## config.mk

```make
export PLATFORM = sky130hd
export DESIGN_NAME = dst_top
export DESIGN_NICKNAME = d
export VERILOG_FILES = /design/src/logic/dst_pkg.sv /design/src/logic/dst_top.sv /design/src/logic/dst_cnt.sv /design/src/logic/dst_decode.sv
export SDC_FILE = /design/constraint.sdc
export NUM_CORES = 1
export LEC_CHECK = 0
export BUFFER_PORTS_ARGS = -buffer_cell sky130_fd_sc_hd__buf_2
export CAP_MARGIN = 30
export CORE_MARGIN = 1.5
export CORE_UTILIZATION = 40
export DETAILED_ROUTE_END_ITERATION = 6
export PLACE_DENSITY = 0.67
export SETUP_SLACK_MARGIN = 0.15
export SLEW_MARGIN = 0
export SYNTH_ARGS = -nofsm -noshare
export SYNTH_HDL_FRONTEND = slang
export SYNTH_HIERARCHICAL = 1
export SYNTH_SLANG_ARGS = --single-unit
export TNS_END_PERCENT = 30
```

## constraint.sdc

```tcl
create_clock -name I_CLK -period 5.4 [get_ports I_CLK]
set_clock_uncertainty 0.15 [all_clocks]
set_input_delay 1.08 -clock I_CLK [delete_from_list [all_inputs] [get_ports I_CLK]]
set_output_delay 1.08 -clock I_CLK [all_outputs]
set_load 0.02 [all_outputs]
```

## src/logic/dst_pkg.sv

```systemverilog
// ============================================================
// ============================================================
package dst_pkg;
    // ============================================================
    // register map
    localparam logic [3:0] DST_ADDR_MTC = 4'h0; // main timing control
    localparam logic [3:0] DST_ADDR_A2C = 4'h4; // area-2 dram control
    localparam logic [3:0] DST_ADDR_STS = 4'h8; // status readback
    localparam logic [15:0] DST_MTC_RESET = 16'h0000;
    localparam logic [15:0] DST_A2C_RESET = 16'h0000;
    // writable masks: bit 7 and bit 5 of main register stay zero
    localparam logic [15:0] DST_MTC_WMASK = 16'hFF5F;
    localparam logic [15:0] DST_A2C_WMASK = 16'hF35E;
    // ============================================================
    // field positions
    localparam int DST_TPC_LSB = 14;
    localparam int DST_RCD_LSB = 12;
    localparam int DST_WRITE_TO_PRECHARGE_DELAY_LSB = 10;
    localparam int DST_REFRESH_RAS_ASSERT_TIME_LSB = 8;
    localparam int DST_BE_BIT = 6;
    localparam int DST_AMX_LSB = 3;
    localparam int DST_REFRESH_CONTROL_BIT_BIT = 2;
    localparam int DST_REFRESH_MODE_BIT_BIT = 1;
    localparam int DST_EDO_BIT = 0;
    // ============================================================
    // timing: cycle figures offset from codes
    localparam logic [3:0] DST_ONE = 4'h1;      // code 00 -> 1 cycle
    localparam logic [3:0] DST_REFRESH_RAS_ASSERT_TIME_BASE = 4'h2; // code 00 -> 2 cycles
    localparam logic [1:0] DST_WRITE_TO_PRECHARGE_DELAY_RSVD = 2'h3;
    localparam logic [3:0] DST_ROW_BASE = 4'h9; // row starts at A9
    localparam logic [1:0] DST_AMX_SD_WRAP = 2'h3;
    localparam logic [4:0] DST_A2_WIDTH = 5'h10; // 16-bit area-2 bus
    // ============================================================
    // sequencer states
    typedef enum logic [2:0] {
        DST_IDLE = 3'b000,
        DST_BUSY = 3'b001,
        DST_RAS = 3'b010,
        DST_GAP = 3'b011,
        DST_SELF = 3'b100
    } dst_state_type;
    // decoded timing: tpc and delays for the counter, rcd, burst, row bit and edo for memory-side outputs
    typedef struct packed {
        logic [3:0] row_to_column_delay;      // row to column delay
        logic [3:0] tpc;      // precharge
        logic [3:0] write_to_precharge_delay;     // write to precharge
        logic [3:0] refresh_ras_assert_time;     // refresh RAS assert
        logic burst;
        logic [3:0] row_bit;  // address bit on A1
        logic edo_rise;
    } dst_timing_type;
endpackage : dst_pkg

```

## src/logic/dst_top.sv

```systemverilog
// ============================================================
// dram/sdram timing and refresh control with avalon slave
module dst_top (
    input wire logic I_CLK,
    input wire logic I_RESET,
    input wire logic I_CE,
    // avalon-mm slave
    input wire logic [3:0] I_AVS_ADDRESS,
    input wire logic I_AVS_READ,
    input wire logic I_AVS_WRITE,
    input wire logic [31:0] I_AVS_WRITEDATA,
    input wire logic [3:0] I_AVS_BYTEENABLE,
    output logic [31:0] O_AVS_READDATA,
    output logic O_AVS_WAITREQUEST,
    // memory side
    input wire logic I_SDRAM,        // memory type strap, 1 = sdram
    input wire logic I_AREA2,        // access targets area 2
    input wire logic I_EXTEND,       // extended timing from third bus control
    input wire logic I_DMA_SIDE,     // request comes from dma side controller
    input wire logic I_BUS_REQ,      // external bus cycle request
    input wire logic I_BUS_WRITE,    // that cycle is a write
    input wire logic I_BUS_END,      // current external cycle finishing
    input wire logic I_CMP_MATCH,    // compare match flag from refresh timer
    input wire logic I_SELF_EXIT,    // leave self-refresh
    output logic O_BUS_GRANT,        // bus cycle may start
    output logic O_REFRESH,          // refresh cycle running (RAS/auto)
    output logic O_SELF_REFRESH,     // memory held in self-refresh
    output logic O_REFRESH_ACK,      // one pulse: timer request consumed
    output logic O_BURST,
    output logic [3:0] O_ROW_BIT,
    output logic [3:0] O_RCD,
    output logic O_EDO_RISE,
    output logic [4:0] O_BUS_WIDTH
);
    import dst_pkg::*;
    // ============================================================
    // all state in one struct
    typedef struct packed {
        logic [15:0] mtc_q;        // main timing control
        logic [15:0] a2c_q;        // area-2 dram control
        logic [31:0] rdata_q;
        logic wait_q;              // waitrequest register
        logic ack_q;               // answer given, next cycle released
        dst_state_type st_q;
        logic pend_q;              // refresh request pending
        logic write_q;             // last cycle was a write
        logic grant_q;
        logic refresh_q;
        logic self_q;
        logic rack_q;
        logic burst_q;
        logic [3:0] row_q;
        logic [3:0] rcd_q;
        logic edo_q;
        logic [4:0] width_q;
    } dst_state_all_type;
    dst_state_all_type s_q;
    dst_state_all_type s_d;
    logic [15:0] sel_reg;          // register governing this access
    dst_timing_type tim;
    logic cnt_load;
    logic [3:0] cnt_value;
    logic cnt_done;
    logic rf_on;                   // refresh enabled
    logic rf_self;                 // self-refresh mode
    logic req;                     // avalon request present
    logic [15:0] wd;
    // ============================================================
    // area-2 dram uses its own register
    assign sel_reg = (I_AREA2 && !I_SDRAM) ? s_q.a2c_q : s_q.mtc_q;
    assign rf_on = sel_reg[DST_REFRESH_CONTROL_BIT_BIT];
    assign rf_self = sel_reg[DST_REFRESH_MODE_BIT_BIT];
    assign req = I_AVS_READ || I_AVS_WRITE;
    assign wd = I_AVS_WRITEDATA[15:0];
    dst_decode u_decode (
        .i_reg(sel_reg),
        .i_sdram(I_SDRAM),
        .i_area2(I_AREA2),
        .i_extend(I_EXTEND),
        .i_dma_side(I_DMA_SIDE),
        .o_timing(tim)
    );
    dst_cnt u_cnt (
        .i_clk(I_CLK),
        .i_reset(I_RESET),
        .i_ce(I_CE),
        .i_load(cnt_load),
        .i_value(cnt_value),
        .o_done(cnt_done)
    );
    // ============================================================
    // next state: register bus, then sequencer
    always_comb begin
        s_d = s_q;
        cnt_load = 1'b0;
        cnt_value = 4'h0;
        s_d.rack_q = 1'b0;
        // bus: one wait cycle, then answer, then idle a cycle
        s_d.wait_q = 1'b1;
        s_d.ack_q = 1'b0;
        if (req && s_q.wait_q && !s_q.ack_q) begin
            s_d.wait_q = 1'b0;
            s_d.ack_q = 1'b1;
            s_d.rdata_q = 32'h0000_0000;
            unique case (I_AVS_ADDRESS)
                DST_ADDR_MTC: begin
                    s_d.rdata_q = {16'h0000, s_q.mtc_q};
                    if (I_AVS_WRITE) begin
                        // masked bits stay zero: bit 7 unwritable
                        if (I_AVS_BYTEENABLE[0]) begin
                            s_d.mtc_q[7:0] = wd[7:0] & DST_MTC_WMASK[7:0];
                        end
                        if (I_AVS_BYTEENABLE[1]) begin
                            s_d.mtc_q[15:8] = wd[15:8] & DST_MTC_WMASK[15:8];
                        end
                    end
                end
                DST_ADDR_A2C: begin
                    s_d.rdata_q = {16'h0000, s_q.a2c_q};
                    if (I_AVS_WRITE) begin
                        if (I_AVS_BYTEENABLE[0]) begin
                            s_d.a2c_q[7:0] = wd[7:0] & DST_A2C_WMASK[7:0];
                        end
                        if (I_AVS_BYTEENABLE[1]) begin
                            s_d.a2c_q[15:8] = wd[15:8] & DST_A2C_WMASK[15:8];
                        end
                    end
                end
                DST_ADDR_STS: begin
                    // read only status; writes ignored
                    s_d.rdata_q = {26'h0, s_q.pend_q, s_q.self_q, s_q.refresh_q,
                                   s_q.st_q};
                end
                default: begin
                    s_d.rdata_q = 32'h0000_0000; // unmapped reads zero
                end
            endcase
        end
        // latch timer request; ignored while self-refreshing
        if (I_CMP_MATCH && rf_on && !rf_self && s_q.st_q != DST_SELF) begin
            s_d.pend_q = 1'b1;
        end
        if (!rf_on) begin
            s_d.pend_q = 1'b0;
        end
        s_d.grant_q = 1'b0;
        unique case (s_q.st_q)
            DST_IDLE: begin
                // refresh preferred over a new cycle
                if (rf_on && rf_self) begin
                    s_d.st_q = DST_SELF;
                    s_d.self_q = 1'b1;
                    s_d.pend_q = 1'b0;
                end else if (s_q.pend_q || (I_CMP_MATCH && rf_on)) begin
                    s_d.st_q = DST_RAS;
                    s_d.refresh_q = 1'b1;
                    // a fresh match while an old one is served stays pending: set wins
                    s_d.pend_q = s_q.pend_q && I_CMP_MATCH;
                    s_d.rack_q = 1'b1;
                    cnt_load = 1'b1;
                    cnt_value = tim.refresh_ras_assert_time - 4'h1;
                end else if (I_BUS_REQ) begin
                    s_d.st_q = DST_BUSY;
                    s_d.grant_q = 1'b1;
                    s_d.write_q = I_BUS_WRITE;
                end
            end
            DST_BUSY: begin
                // running cycle always concludes first
                if (I_BUS_END) begin
                    s_d.st_q = DST_GAP;
                    cnt_load = 1'b1;
                    if (I_SDRAM && s_q.write_q) begin
                        cnt_value = tim.tpc + tim.write_to_precharge_delay - 4'h1;
                    end else begin
                        cnt_value = tim.tpc - 4'h1;
                    end
                end
            end
            DST_RAS: begin
                if (cnt_done) begin
                    s_d.st_q = DST_GAP;
                    s_d.refresh_q = 1'b0;
                    cnt_load = 1'b1;
                    cnt_value = tim.tpc - 4'h1;
                end
            end
            DST_GAP: begin
                // no new RAS / activate until gap elapses
                if (cnt_done) begin
                    s_d.st_q = DST_IDLE;
                end
            end
            DST_SELF: begin
                if (I_SELF_EXIT || !rf_on || !rf_self) begin
                    s_d.st_q = DST_GAP;
                    s_d.self_q = 1'b0;
                    cnt_load = 1'b1;
                    cnt_value = tim.tpc - 4'h1;
                end
            end
            default: begin
                s_d.st_q = DST_IDLE;
            end
        endcase
        // decoded timing registered for the memory side
        s_d.burst_q = tim.burst;
        s_d.row_q = tim.row_bit;
        s_d.rcd_q = tim.row_to_column_delay;
        s_d.edo_q = tim.edo_rise;
        s_d.width_q = (I_AREA2 && !I_SDRAM) ? DST_A2_WIDTH : 5'h00;
    end
    // ============================================================
    // synchronous reset whenever I_RESET is high, waitrequest set and the rest cleared; otherwise values advance while I_CE is high and are kept while it is low
    always_ff @(posedge I_CLK) begin
        if (I_RESET) begin
            s_q <= '0;
            s_q.mtc_q <= DST_MTC_RESET;
            s_q.a2c_q <= DST_A2C_RESET;
            s_q.wait_q <= 1'b1;
            s_q.st_q <= DST_IDLE;
        end else if (I_CE) begin
            s_q <= s_d;
        end
    end
    // ============================================================
    // outputs straight from flip-flops
    assign O_AVS_READDATA = s_q.rdata_q;
    assign O_AVS_WAITREQUEST = s_q.wait_q;
    assign O_BUS_GRANT = s_q.grant_q;
    assign O_REFRESH = s_q.refresh_q;
    assign O_SELF_REFRESH = s_q.self_q;
    assign O_REFRESH_ACK = s_q.rack_q;
    assign O_BURST = s_q.burst_q;
    assign O_ROW_BIT = s_q.row_q;
    assign O_RCD = s_q.rcd_q;
    assign O_EDO_RISE = s_q.edo_q;
    assign O_BUS_WIDTH = s_q.width_q;
endmodule : dst_top

```

## src/logic/dst_cnt.sv

```systemverilog
// ============================================================
// down counter used for every timed wait
module dst_cnt (
    input wire logic i_clk,
    input wire logic i_reset,
    input wire logic i_ce,
    input wire logic i_load,
    input wire logic [3:0] i_value,
    output logic o_done
);
    typedef struct packed {
        logic [3:0] cnt_q;
    } dst_cnt_state_type;
    dst_cnt_state_type s_q;
    dst_cnt_state_type s_d;
    // ============================================================
    // next value: load wins, else count to zero
    always_comb begin
        s_d = s_q;
        if (i_load) begin
            s_d.cnt_q = i_value;
        end else if (s_q.cnt_q != 4'h0) begin
            s_d.cnt_q = s_q.cnt_q - 4'h1;
        end
    end
    // done ignores load: the sequencer loads on done, so feeding load back would form a loop
    assign o_done = (s_q.cnt_q == 4'h0);
    // ============================================================
    always_ff @(posedge i_clk) begin
        if (i_reset) begin
            s_q <= '0;
        end else if (i_ce) begin
            s_q <= s_d;
        end
    end
endmodule : dst_cnt

```

## src/logic/dst_decode.sv

```systemverilog
// ============================================================
// turns register codes into cycle counts
module dst_decode (
    input wire logic [15:0] i_reg,
    input wire logic i_sdram,
    input wire logic i_area2,
    input wire logic i_extend,
    input wire logic i_dma_side,
    output dst_pkg::dst_timing_type o_timing
);
    import dst_pkg::*;
    logic [1:0] address_multiplex_select;
    always_comb begin
        address_multiplex_select = i_reg[DST_AMX_LSB +: 2];
        o_timing = '0;
        o_timing.tpc = DST_ONE + {2'b00, i_reg[DST_TPC_LSB +: 2]};
        // extended timing: dma side keeps shortest delay here
        if (i_extend && i_dma_side) begin
            o_timing.row_to_column_delay = DST_ONE;
        end else begin
            o_timing.row_to_column_delay = DST_ONE + {2'b00, i_reg[DST_RCD_LSB +: 2]};
        end
        // reserved write code treated as longest legal
        if (i_reg[DST_WRITE_TO_PRECHARGE_DELAY_LSB +: 2] == DST_WRITE_TO_PRECHARGE_DELAY_RSVD) begin
            o_timing.write_to_precharge_delay = DST_ONE + {2'b00, DST_WRITE_TO_PRECHARGE_DELAY_RSVD} - 4'h1;
        end else begin
            o_timing.write_to_precharge_delay = DST_ONE + {2'b00, i_reg[DST_WRITE_TO_PRECHARGE_DELAY_LSB +: 2]};
        end
        o_timing.refresh_ras_assert_time = DST_REFRESH_RAS_ASSERT_TIME_BASE + {2'b00, i_reg[DST_REFRESH_RAS_ASSERT_TIME_LSB +: 2]};
        o_timing.burst = i_sdram || i_reg[DST_BE_BIT];
        // sdram code 11 wraps back to A9
        if (i_sdram && address_multiplex_select == DST_AMX_SD_WRAP) begin
            o_timing.row_bit = DST_ROW_BASE;
        end else begin
            o_timing.row_bit = DST_ROW_BASE + {2'b00, address_multiplex_select};
        end
        // edo only honoured for area-3 dram
        o_timing.edo_rise = i_reg[DST_EDO_BIT] && !i_sdram && !i_area2;
    end
endmodule : dst_decode

```

==> key figures, run 1 <==
Setup path
  • FF-to-FF setup slack: roughly 2.1 ns
  • Slowest-stage cell, CP: mux2_2
  • CP endpoint kind: register
  • CP required: approximately 5.5 ns
  • R2R cell count: 15
  • Setup Crit Path Kind: input pin to register
  • Crit path max fanout: 18
  • Max incr delay on CP: 0.38 ns
  • R2r endpoint: u_cnt/s_q[3]$_SDFFE_PP0P_
  • Critical Path Start: I_SDRAM
  • RR Startpoint: s_q[88]$_SDFFE_PP0P_
  • Arrival @ worst endpoint: between 4 and 5 ns
  • Setup crit start kind: input pin
  • Critical-path cell list: buf_2 -> nand2b_4 -> mux2_2 -> ha_1 -> inv_1 -> ha_1 -> inv_1 -> ha_1 -> fa_1 -> xnor2_1 -> xnor2_1 -> nor2_1 -> a211o_1 -> o221ai_1 -> inv_1 -> a21o_2 -> o32ai_1

Die
  • Num ports: around 110
  • Num rows: 35
  • Die area: ~10000 µm²
  • Core Region: approximately 9400 µm²
  • Initial cell density of the core: a little over two fifths
  • Die Width: between 100 and 150 µm
  • Die Ht: 102.0 µm

Logic synthesis
  • Yosys cell types: 65
  • Most frequent cell after synthesis: dfxtp_1
  • Synthesized instance count: around 450
  • Yosys top cell by area: dfxtp_1
  • Seq/Total Area, Yosys: between 30% and 40%
  • Main synth FF type: dfxtp_1
  • Yosys reg bits: between 60 and 70
  • Top cells by area, synth: dfxtp_1, mux2i_1, buf_4, nor2_1, ha_1
  • Synthesized area: 3919 µm²
  • Synth top cells by count: dfxtp_1, nor2_1, buf_4
  • Post-synth EDFFs: 0
  • Async S/R FF share, synth: 0%
  • Syn. warnings: 6
  • Syn Area/Cell: ~8.6 µm²
  • Top cell type's share of synthesized area: roughly 34%

Min path
  • Worst Min Path Start: O_AVS_READDATA[5]$_SDFFE_PP0P_
  • Min-delay worst type: register to register
  • WHS Endpoint: O_AVS_READDATA[5]$_SDFFE_PP0P_
  • Cell depth of the worst hold path: 2

Detailed routing
  • Drt wl/cell: around 13 µm
  • Final wirelength: a little over 8 mm
  • Highest metal used: met4
  • DR vias/cell: between 5 and 6
  • Residual DRC: 0
  • Router iterations before antenna repair: 4
  • Vias: between 3000 and 4000
  • Routed wl met3: ~420 µm
  • DRT met1 WL: approximately 3.8 mm
  • Antenna-violating nets left: 0
  • 1st-iter DRT viols: ~130
  • Routed length on met2: about 4.0 mm

Timing
  • Max-slew headroom: a little over half
  • Setup ws final: roughly 1.1 ns
  • Max-slew violations: 0
  • Final hold violations: 0
  • Final setup viols: 0
  • Crit path time final: 4.294 ns
  • Period utilization: between 70% and 80%
  • Final TNS setup: 0 ns
  • Worst-Margin Slew: approximately 0.70 ns
  • Max frequency: about 230 MHz
  • RSZ-0062 raised after global routing: false

Status
  • Outcome: finished clean

Clocking
  • # clock sinks: between 60 and 70
  • Max clock buf depth: 2
  • # resized after CTS: 0
  • Hold_buf cts: 0
  • Root Buffer: clkbuf_8
  • Inserted Clock Buffers: 9
  • Worst-path clk slew: roughly 0.070 ns
  • Worst skew pair latency: around 0.35 ns
  • Post-CTS Setup Bufs: 0
  • CTS tree: built
  • H-tree Lvls: 3

Place
  • DP Worst Slack: approximately 0.73 ns
  • Placed cells: 598
  • Routability Congestion: roughly 0.8
  • IO Port Bufs: between 60 and 70
  • DP HPWL: approximately 5.9 mm
  • Placed cell areas: about 4000 µm²

Global route
  • Initial antenna violation count: 0
  • First-pass GRT wire length: around 13 mm
  • GRT Util Overall: between 15 and 20%
  • Grt total ovfl: 0
  • Vias in the first global route: about 2900
  • Largest net degree at the start of global routing: 68

Power
  • Pwr Density: between 200 and 300 nW/µm²
  • Peak supply drop: approximately 0.00015 V
  • Pleak: roughly 2.0 nW

Flow run
  • Max Cap Viol: 0

Cells and area
  • Share of cells above drive strength 1: between 20 and 25%
  • Final Cell Area: about 4200 µm²
  • Post-route insts no fill: between 600 and 700
  • Diode count: 0
  • Post-layout nets: around 550
  • Area delta synth->final: 8.046%
==> state kept, by name, summed over array words and instances (netlist names), 4 cells and up <==
name,cells
u_cnt/s_q,4
O_AVS_READDATA,15
O_ROW_BIT,4
s_q,31
O_RCD,4
==> how the worst max path moves through the flow <==
stage / endpoint / slack, ns / cells after the start
6_report: u_cnt/s_q[3]$_SDFFE_PP0P_ / 1.11 / 17
3_5_place_dp: u_cnt/s_q[3]$_SDFFE_PP0P_ / 0.73 / 17
3_3_place_gp: u_cnt/s_q[3]$_SDFFE_PP0P_ / 0.82 / 17
4_1_cts: u_cnt/s_q[3]$_SDFFE_PP0P_ / 1.09 / 17
5_1_grt: u_cnt/s_q[3]$_SDFFE_PP0P_ / 0.92 / 17
2_1_floorplan: u_cnt/s_q[3]$_SDFFE_PP0P_ / 0.91 / 18
==> report_power, final <==
group	switching, W	total (W)	leakage, nW	internal (W)
sequential	0.0000274	0.000534	0.534	0.000507
combinational	0.000152	0.000255	1.37	0.000103
clock	0.000194	0.000480	0.117	0.000286
total	0.000373	0.00127	2.02	0.000895
==> metal layers <==
layer,vias to the layer above,track usage [%]
li1,1541,-
met1,1430,19.03
met2,91,28.83
met3,10,4.309
met4,0,5.374
met5,-,0
==> cells in the final DEF (no fill, tap or decap), types with 3 or more instances in the layout <==
cell type	count
dfxtp_1	66
buf_2	64
nor2_1	59
mux2i_1	48
conb_1	27
a21oi_1	23
inv_1	22
nand2_1	21
nor3_1	13
mux2_2	11
clkbuf_8	11
o21ai_0	10
ha_1	10
nand3_1	8
xnor2_1	6
nor4_1	5
a22oi_1	5
nand2b_1	4
a31oi_1	3
o221ai_1	3
a311oi_1	3
and2_1	3
nor3b_1	3
nor2b_1	3
==> layout make-up <==
cell class,instances,area (µm²)
Multi-Input combinational cell,316,2112
Inverter,22,82.58
Fill cell,938,5137
Sequential cell,66,1321
Clock buffer,12,155.1
Tap cell,129,161.4
Clock inverter,4,73.82
Timing Repair Buffer,65,327.8
==> worst max-delay path: cells and delay by family <==
family / cells / cell delay, ns
adder cells (fa/ha/maj): 4 / 1.16
AO/OA/AOI/OAI: 4 / 0.74
multiplexers: 1 / 0.38
AND/OR/NAND/NOR: 2 / 0.35
XOR/XNOR: 2 / 0.34
buffers and inverters: 4 / 0.34
==> metrics by stage <==
stage	utilization, %	total power (W)	hold slack, ns
floorplan	-	0.0007575	0.2823
global placement	42.74	0.0007852	0.2912
detailed placement	42.74	0.0007970	0.3033
CTS	45.18	0.001280	0.3118
global route	45.18	0.001328	0.3415
finish	45.18	0.001269	0.3090
==> logic make-up (layout without fill, tap and decap cells) <==
kind of cell | count (synthesis) | count (layout) | synth area share [%]
and+or+nand+nor | 140 | 140 | 17.98
AOI/OAI and AO/OA | 71 | 71 | 12.42
muxes | 59 | 59 | 15.42
other | 3 | 27 | 0.2873
DFF | 66 | 66 | 33.72
buffers and inverters | 96 | 103 | 14.69
xor gates and xnor gates | 8 | 8 | 1.788
adders and majority gates | 11 | 11 | 3.704
Power figures use the tool's default switching activity.
==> inputs of run 2 (changes only) <==
- clock period: 5.4 -> 4 ns (I/O delays scaled with it)
==> run 2 against run 1 <==
  * Count of clock-buffer cells in the layout unchanged
  * Sequential share of layout area is 0.40 points lower
  * Sequential power is 35% higher
  * Flip-flop and latch count is the same
  * Non-clock buffer count is 5 higher
  * Highest routed layer unchanged
==> key figures, run 2 (synthesis results as in run 1) <==
Setup path
  • CP endpoint kind: register
  • Crit path max fanout: 4 (-14)
  • Arrival @ worst endpoint: 3.68 ns (-0.71 ns)
  • CP required: 4.10 ns (-1.39 ns)
  • Slowest-stage cell, CP: mux2_2
  • Setup crit start kind: input pin
  • RR Startpoint: s_q[89]$_SDFFE_PP0P_
  • FF-to-FF setup slack: 0.89 ns (-1.21 ns)
  • R2r endpoint: u_cnt/s_q[3]$_SDFFE_PP0P_
  • Setup Crit Path Kind: input pin to register
  • Max incr delay on CP: 0.37 ns (about the same)
  • R2R cell count: 15 (unchanged)
  • Critical-path cell list: buf_2 -> nand2b_4 -> mux2_2 -> ha_4 -> inv_2 -> ha_1 -> inv_1 -> ha_2 -> fa_2 -> xnor2_2 -> xnor2_1 -> nor2_1 -> a211o_1 -> o221ai_1 -> inv_1 -> a21o_2 -> o32ai_1
  • Most common cell on crit path: inv_1

Place
  • Routability Congestion: 0.8642 (+11%)
  • Placed cells: 602 (+0.67%)
  • IO Port Bufs: 64 (unchanged)
  • DP HPWL: 6.257 mm (+5.9%)

Clocking
  • Max clock buf depth: 2 (unchanged)
  • Root Buffer: clkbuf_8
  • # resized after CTS: 0 (unchanged)
  • Worst skew pair latency: 0.35 ns (about the same)
  • H-tree Lvls: 3 (unchanged)
  • CTS tree: built
  • Worst-path clk slew: 0.07 ns (about the same)
  • Hold_buf cts: 0 (unchanged)
  • # clock sinks: 66 (unchanged)
  • Post-CTS Setup Bufs: 0 (unchanged)
  • Inserted Clock Buffers: 9 (unchanged)

Timing
  • Max-slew headroom: 59.35% (+5.8 points)
  • Period utilization: 89.28%
  • Worst-Margin Slew: 0.6085 ns (-0.08787 ns)
  • Final TNS setup: 0 ns (unchanged)
  • Hold Slack: 0.3026 ns (-0.006488 ns)
  • Final hold violations: 0 (unchanged)
  • Max frequency: about 280 MHz
  • Crit path time final: 3.571 ns
  • RSZ-0062 raised after global routing: false
  • Max-slew violations: 0 (unchanged)
  • Final setup viols: 0 (unchanged)

Die
  • Die Width: 102.0 µm (unchanged)
  • Core Region: 9371 µm² (unchanged)
  • Num ports: 106 (unchanged)
  • Initial cell density of the core: 41.82% (unchanged)
  • Die area: 10400 µm² (unchanged)
  • Num rows: 35 (unchanged)
  • Die Ht: 102.0 µm (unchanged)

Detailed routing
  • Router iterations before antenna repair: 5 (+1)
  • Residual DRC: 0 (unchanged)
  • Antenna-violating nets left: 0 (unchanged)
  • Vias: 3093 (+0.68%)
  • Final wirelength: 8.594 mm (+3.7%)
  • 1st-iter DRT viols: 115 (-14%)
  • DR vias/cell: 4.997 (-0.13%)
  • Drt wl/cell: 13.88 µm (+2.9%)

Cells and area
  • Post-layout nets: 550 (+0.92%)
  • Most common cell after layout, fill and taps aside: dfxtp_1
  • Top reg by flops: s_q
  • Post-route insts no fill: 619 (+0.81%)
  • Most frequent cells in the layout: dfxtp_1, buf_2, nor2_1, mux2i_1, conb_1
  • Area delta synth->final: 9.451%
  • Largest register FFs: 31 (unchanged)
  • Share of cells above drive strength 1: 23.88% (+1.8 points)
  • Final Util: 45.77% (+0.59 points)
  • Diode count: 0 (unchanged)

Min path
  • Worst Min Path Start: O_AVS_READDATA[5]$_SDFFE_PP0P_
  • Cell depth of the worst hold path: 2 (unchanged)
  • Min-delay worst type: register to register
  • WHS Endpoint: O_AVS_READDATA[5]$_SDFFE_PP0P_

Power
  • Pwr Density: 385.1 nW/µm² (+29%)
  • Power Total: 0.001652 W (+30%)
  • Pleak: 2.036 nW (+0.69%)
  • Peak supply drop: 0.0002279 V (+52%)

Flow run
  • Max Cap Viol: 0 (unchanged)

Status
  • Outcome: finished clean

Global route
  • Largest net degree at the start of global routing: 55 (-19%)
  • GRT Util Overall: 17.69% (+1.4 points)
  • First-pass GRT wire length: 14.43 mm (+8.4%)
  • Vias in the first global route: 2998 (+5.0%)
  • Grt total ovfl: 0 (unchanged)
  • Initial antenna violation count: 0 (unchanged)
-- run 2: cell type report --
type / count / area (µm²)
Tap cell: 129 / 161.4
Clock buffer: 12 / 155.1
Fill cell: 929 / 5082
Sequential cell: 66 / 1321
Multi-Input combinational cell: 316 / 2141
Timing Repair Buffer: 70 / 377.9
Clock inverter: 4 / 50.05
Inverter: 22 / 82.58
-- run 2: power breakdown --
group / internal, W / switching, W
clock network: 0.000321 / 0.000258
registers: 0.000684 / 0.0000361
logic: 0.000144 / 0.000208
total: 0.00115 / 0.000502
-- run 2: how the worst max path moves through the flow --
stage,from,depth (start not counted),slack [ns],endpoint
after floorplan,I_SDRAM,18,0.09,u_cnt/s_q[3]$_SDFFE_PP0P_
after global placement,I_SDRAM,17,0.11,u_cnt/s_q[3]$_SDFFE_PP0P_
after detailed placement,I_SDRAM,17,0.09,u_cnt/s_q[3]$_SDFFE_PP0P_
after CTS,I_SDRAM,17,0.44,u_cnt/s_q[3]$_SDFFE_PP0P_
after global routing,I_SDRAM,17,0.27,u_cnt/s_q[3]$_SDFFE_PP0P_
final,I_SDRAM,17,0.43,u_cnt/s_q[3]$_SDFFE_PP0P_
-- run 2: layer usage --
layer	part of all wire [%]	wire (µm)	vias to the layer above	GRT usage, %
met3	5.4	463	12	4.514
li1	-	-	1550	-
met2	47	4017	91	28.78
met1	46	3965	1440	22.98
met5	0	0	-	0
met4	1.7	148	0	5.690
-- run 2: stage by stage --
| step | area, µm² | setup WS (ns) |
|---|---|---|
| after global placement | 4064 | 0.1091 |
| after detailed placement | 4064 | 0.08539 |
| after floorplan | 4048 | 0.08621 |
| after CTS | 4269 | 0.4416 |
| final | 4289 | 0.4289 |
| after global routing | 4289 | 0.2733 |
-- run 2: worst max-delay path, delay by kind of cell --
kind / cells / cell delay [ns]
XOR/XNOR: 2 / 0.27
adder cells (fa/ha/maj): 4 / 1.07
AND/OR/NAND/NOR: 2 / 0.21
multiplexers: 1 / 0.37
buffers and inverters: 4 / 0.24
AO/OA/AOI/OAI: 4 / 0.72
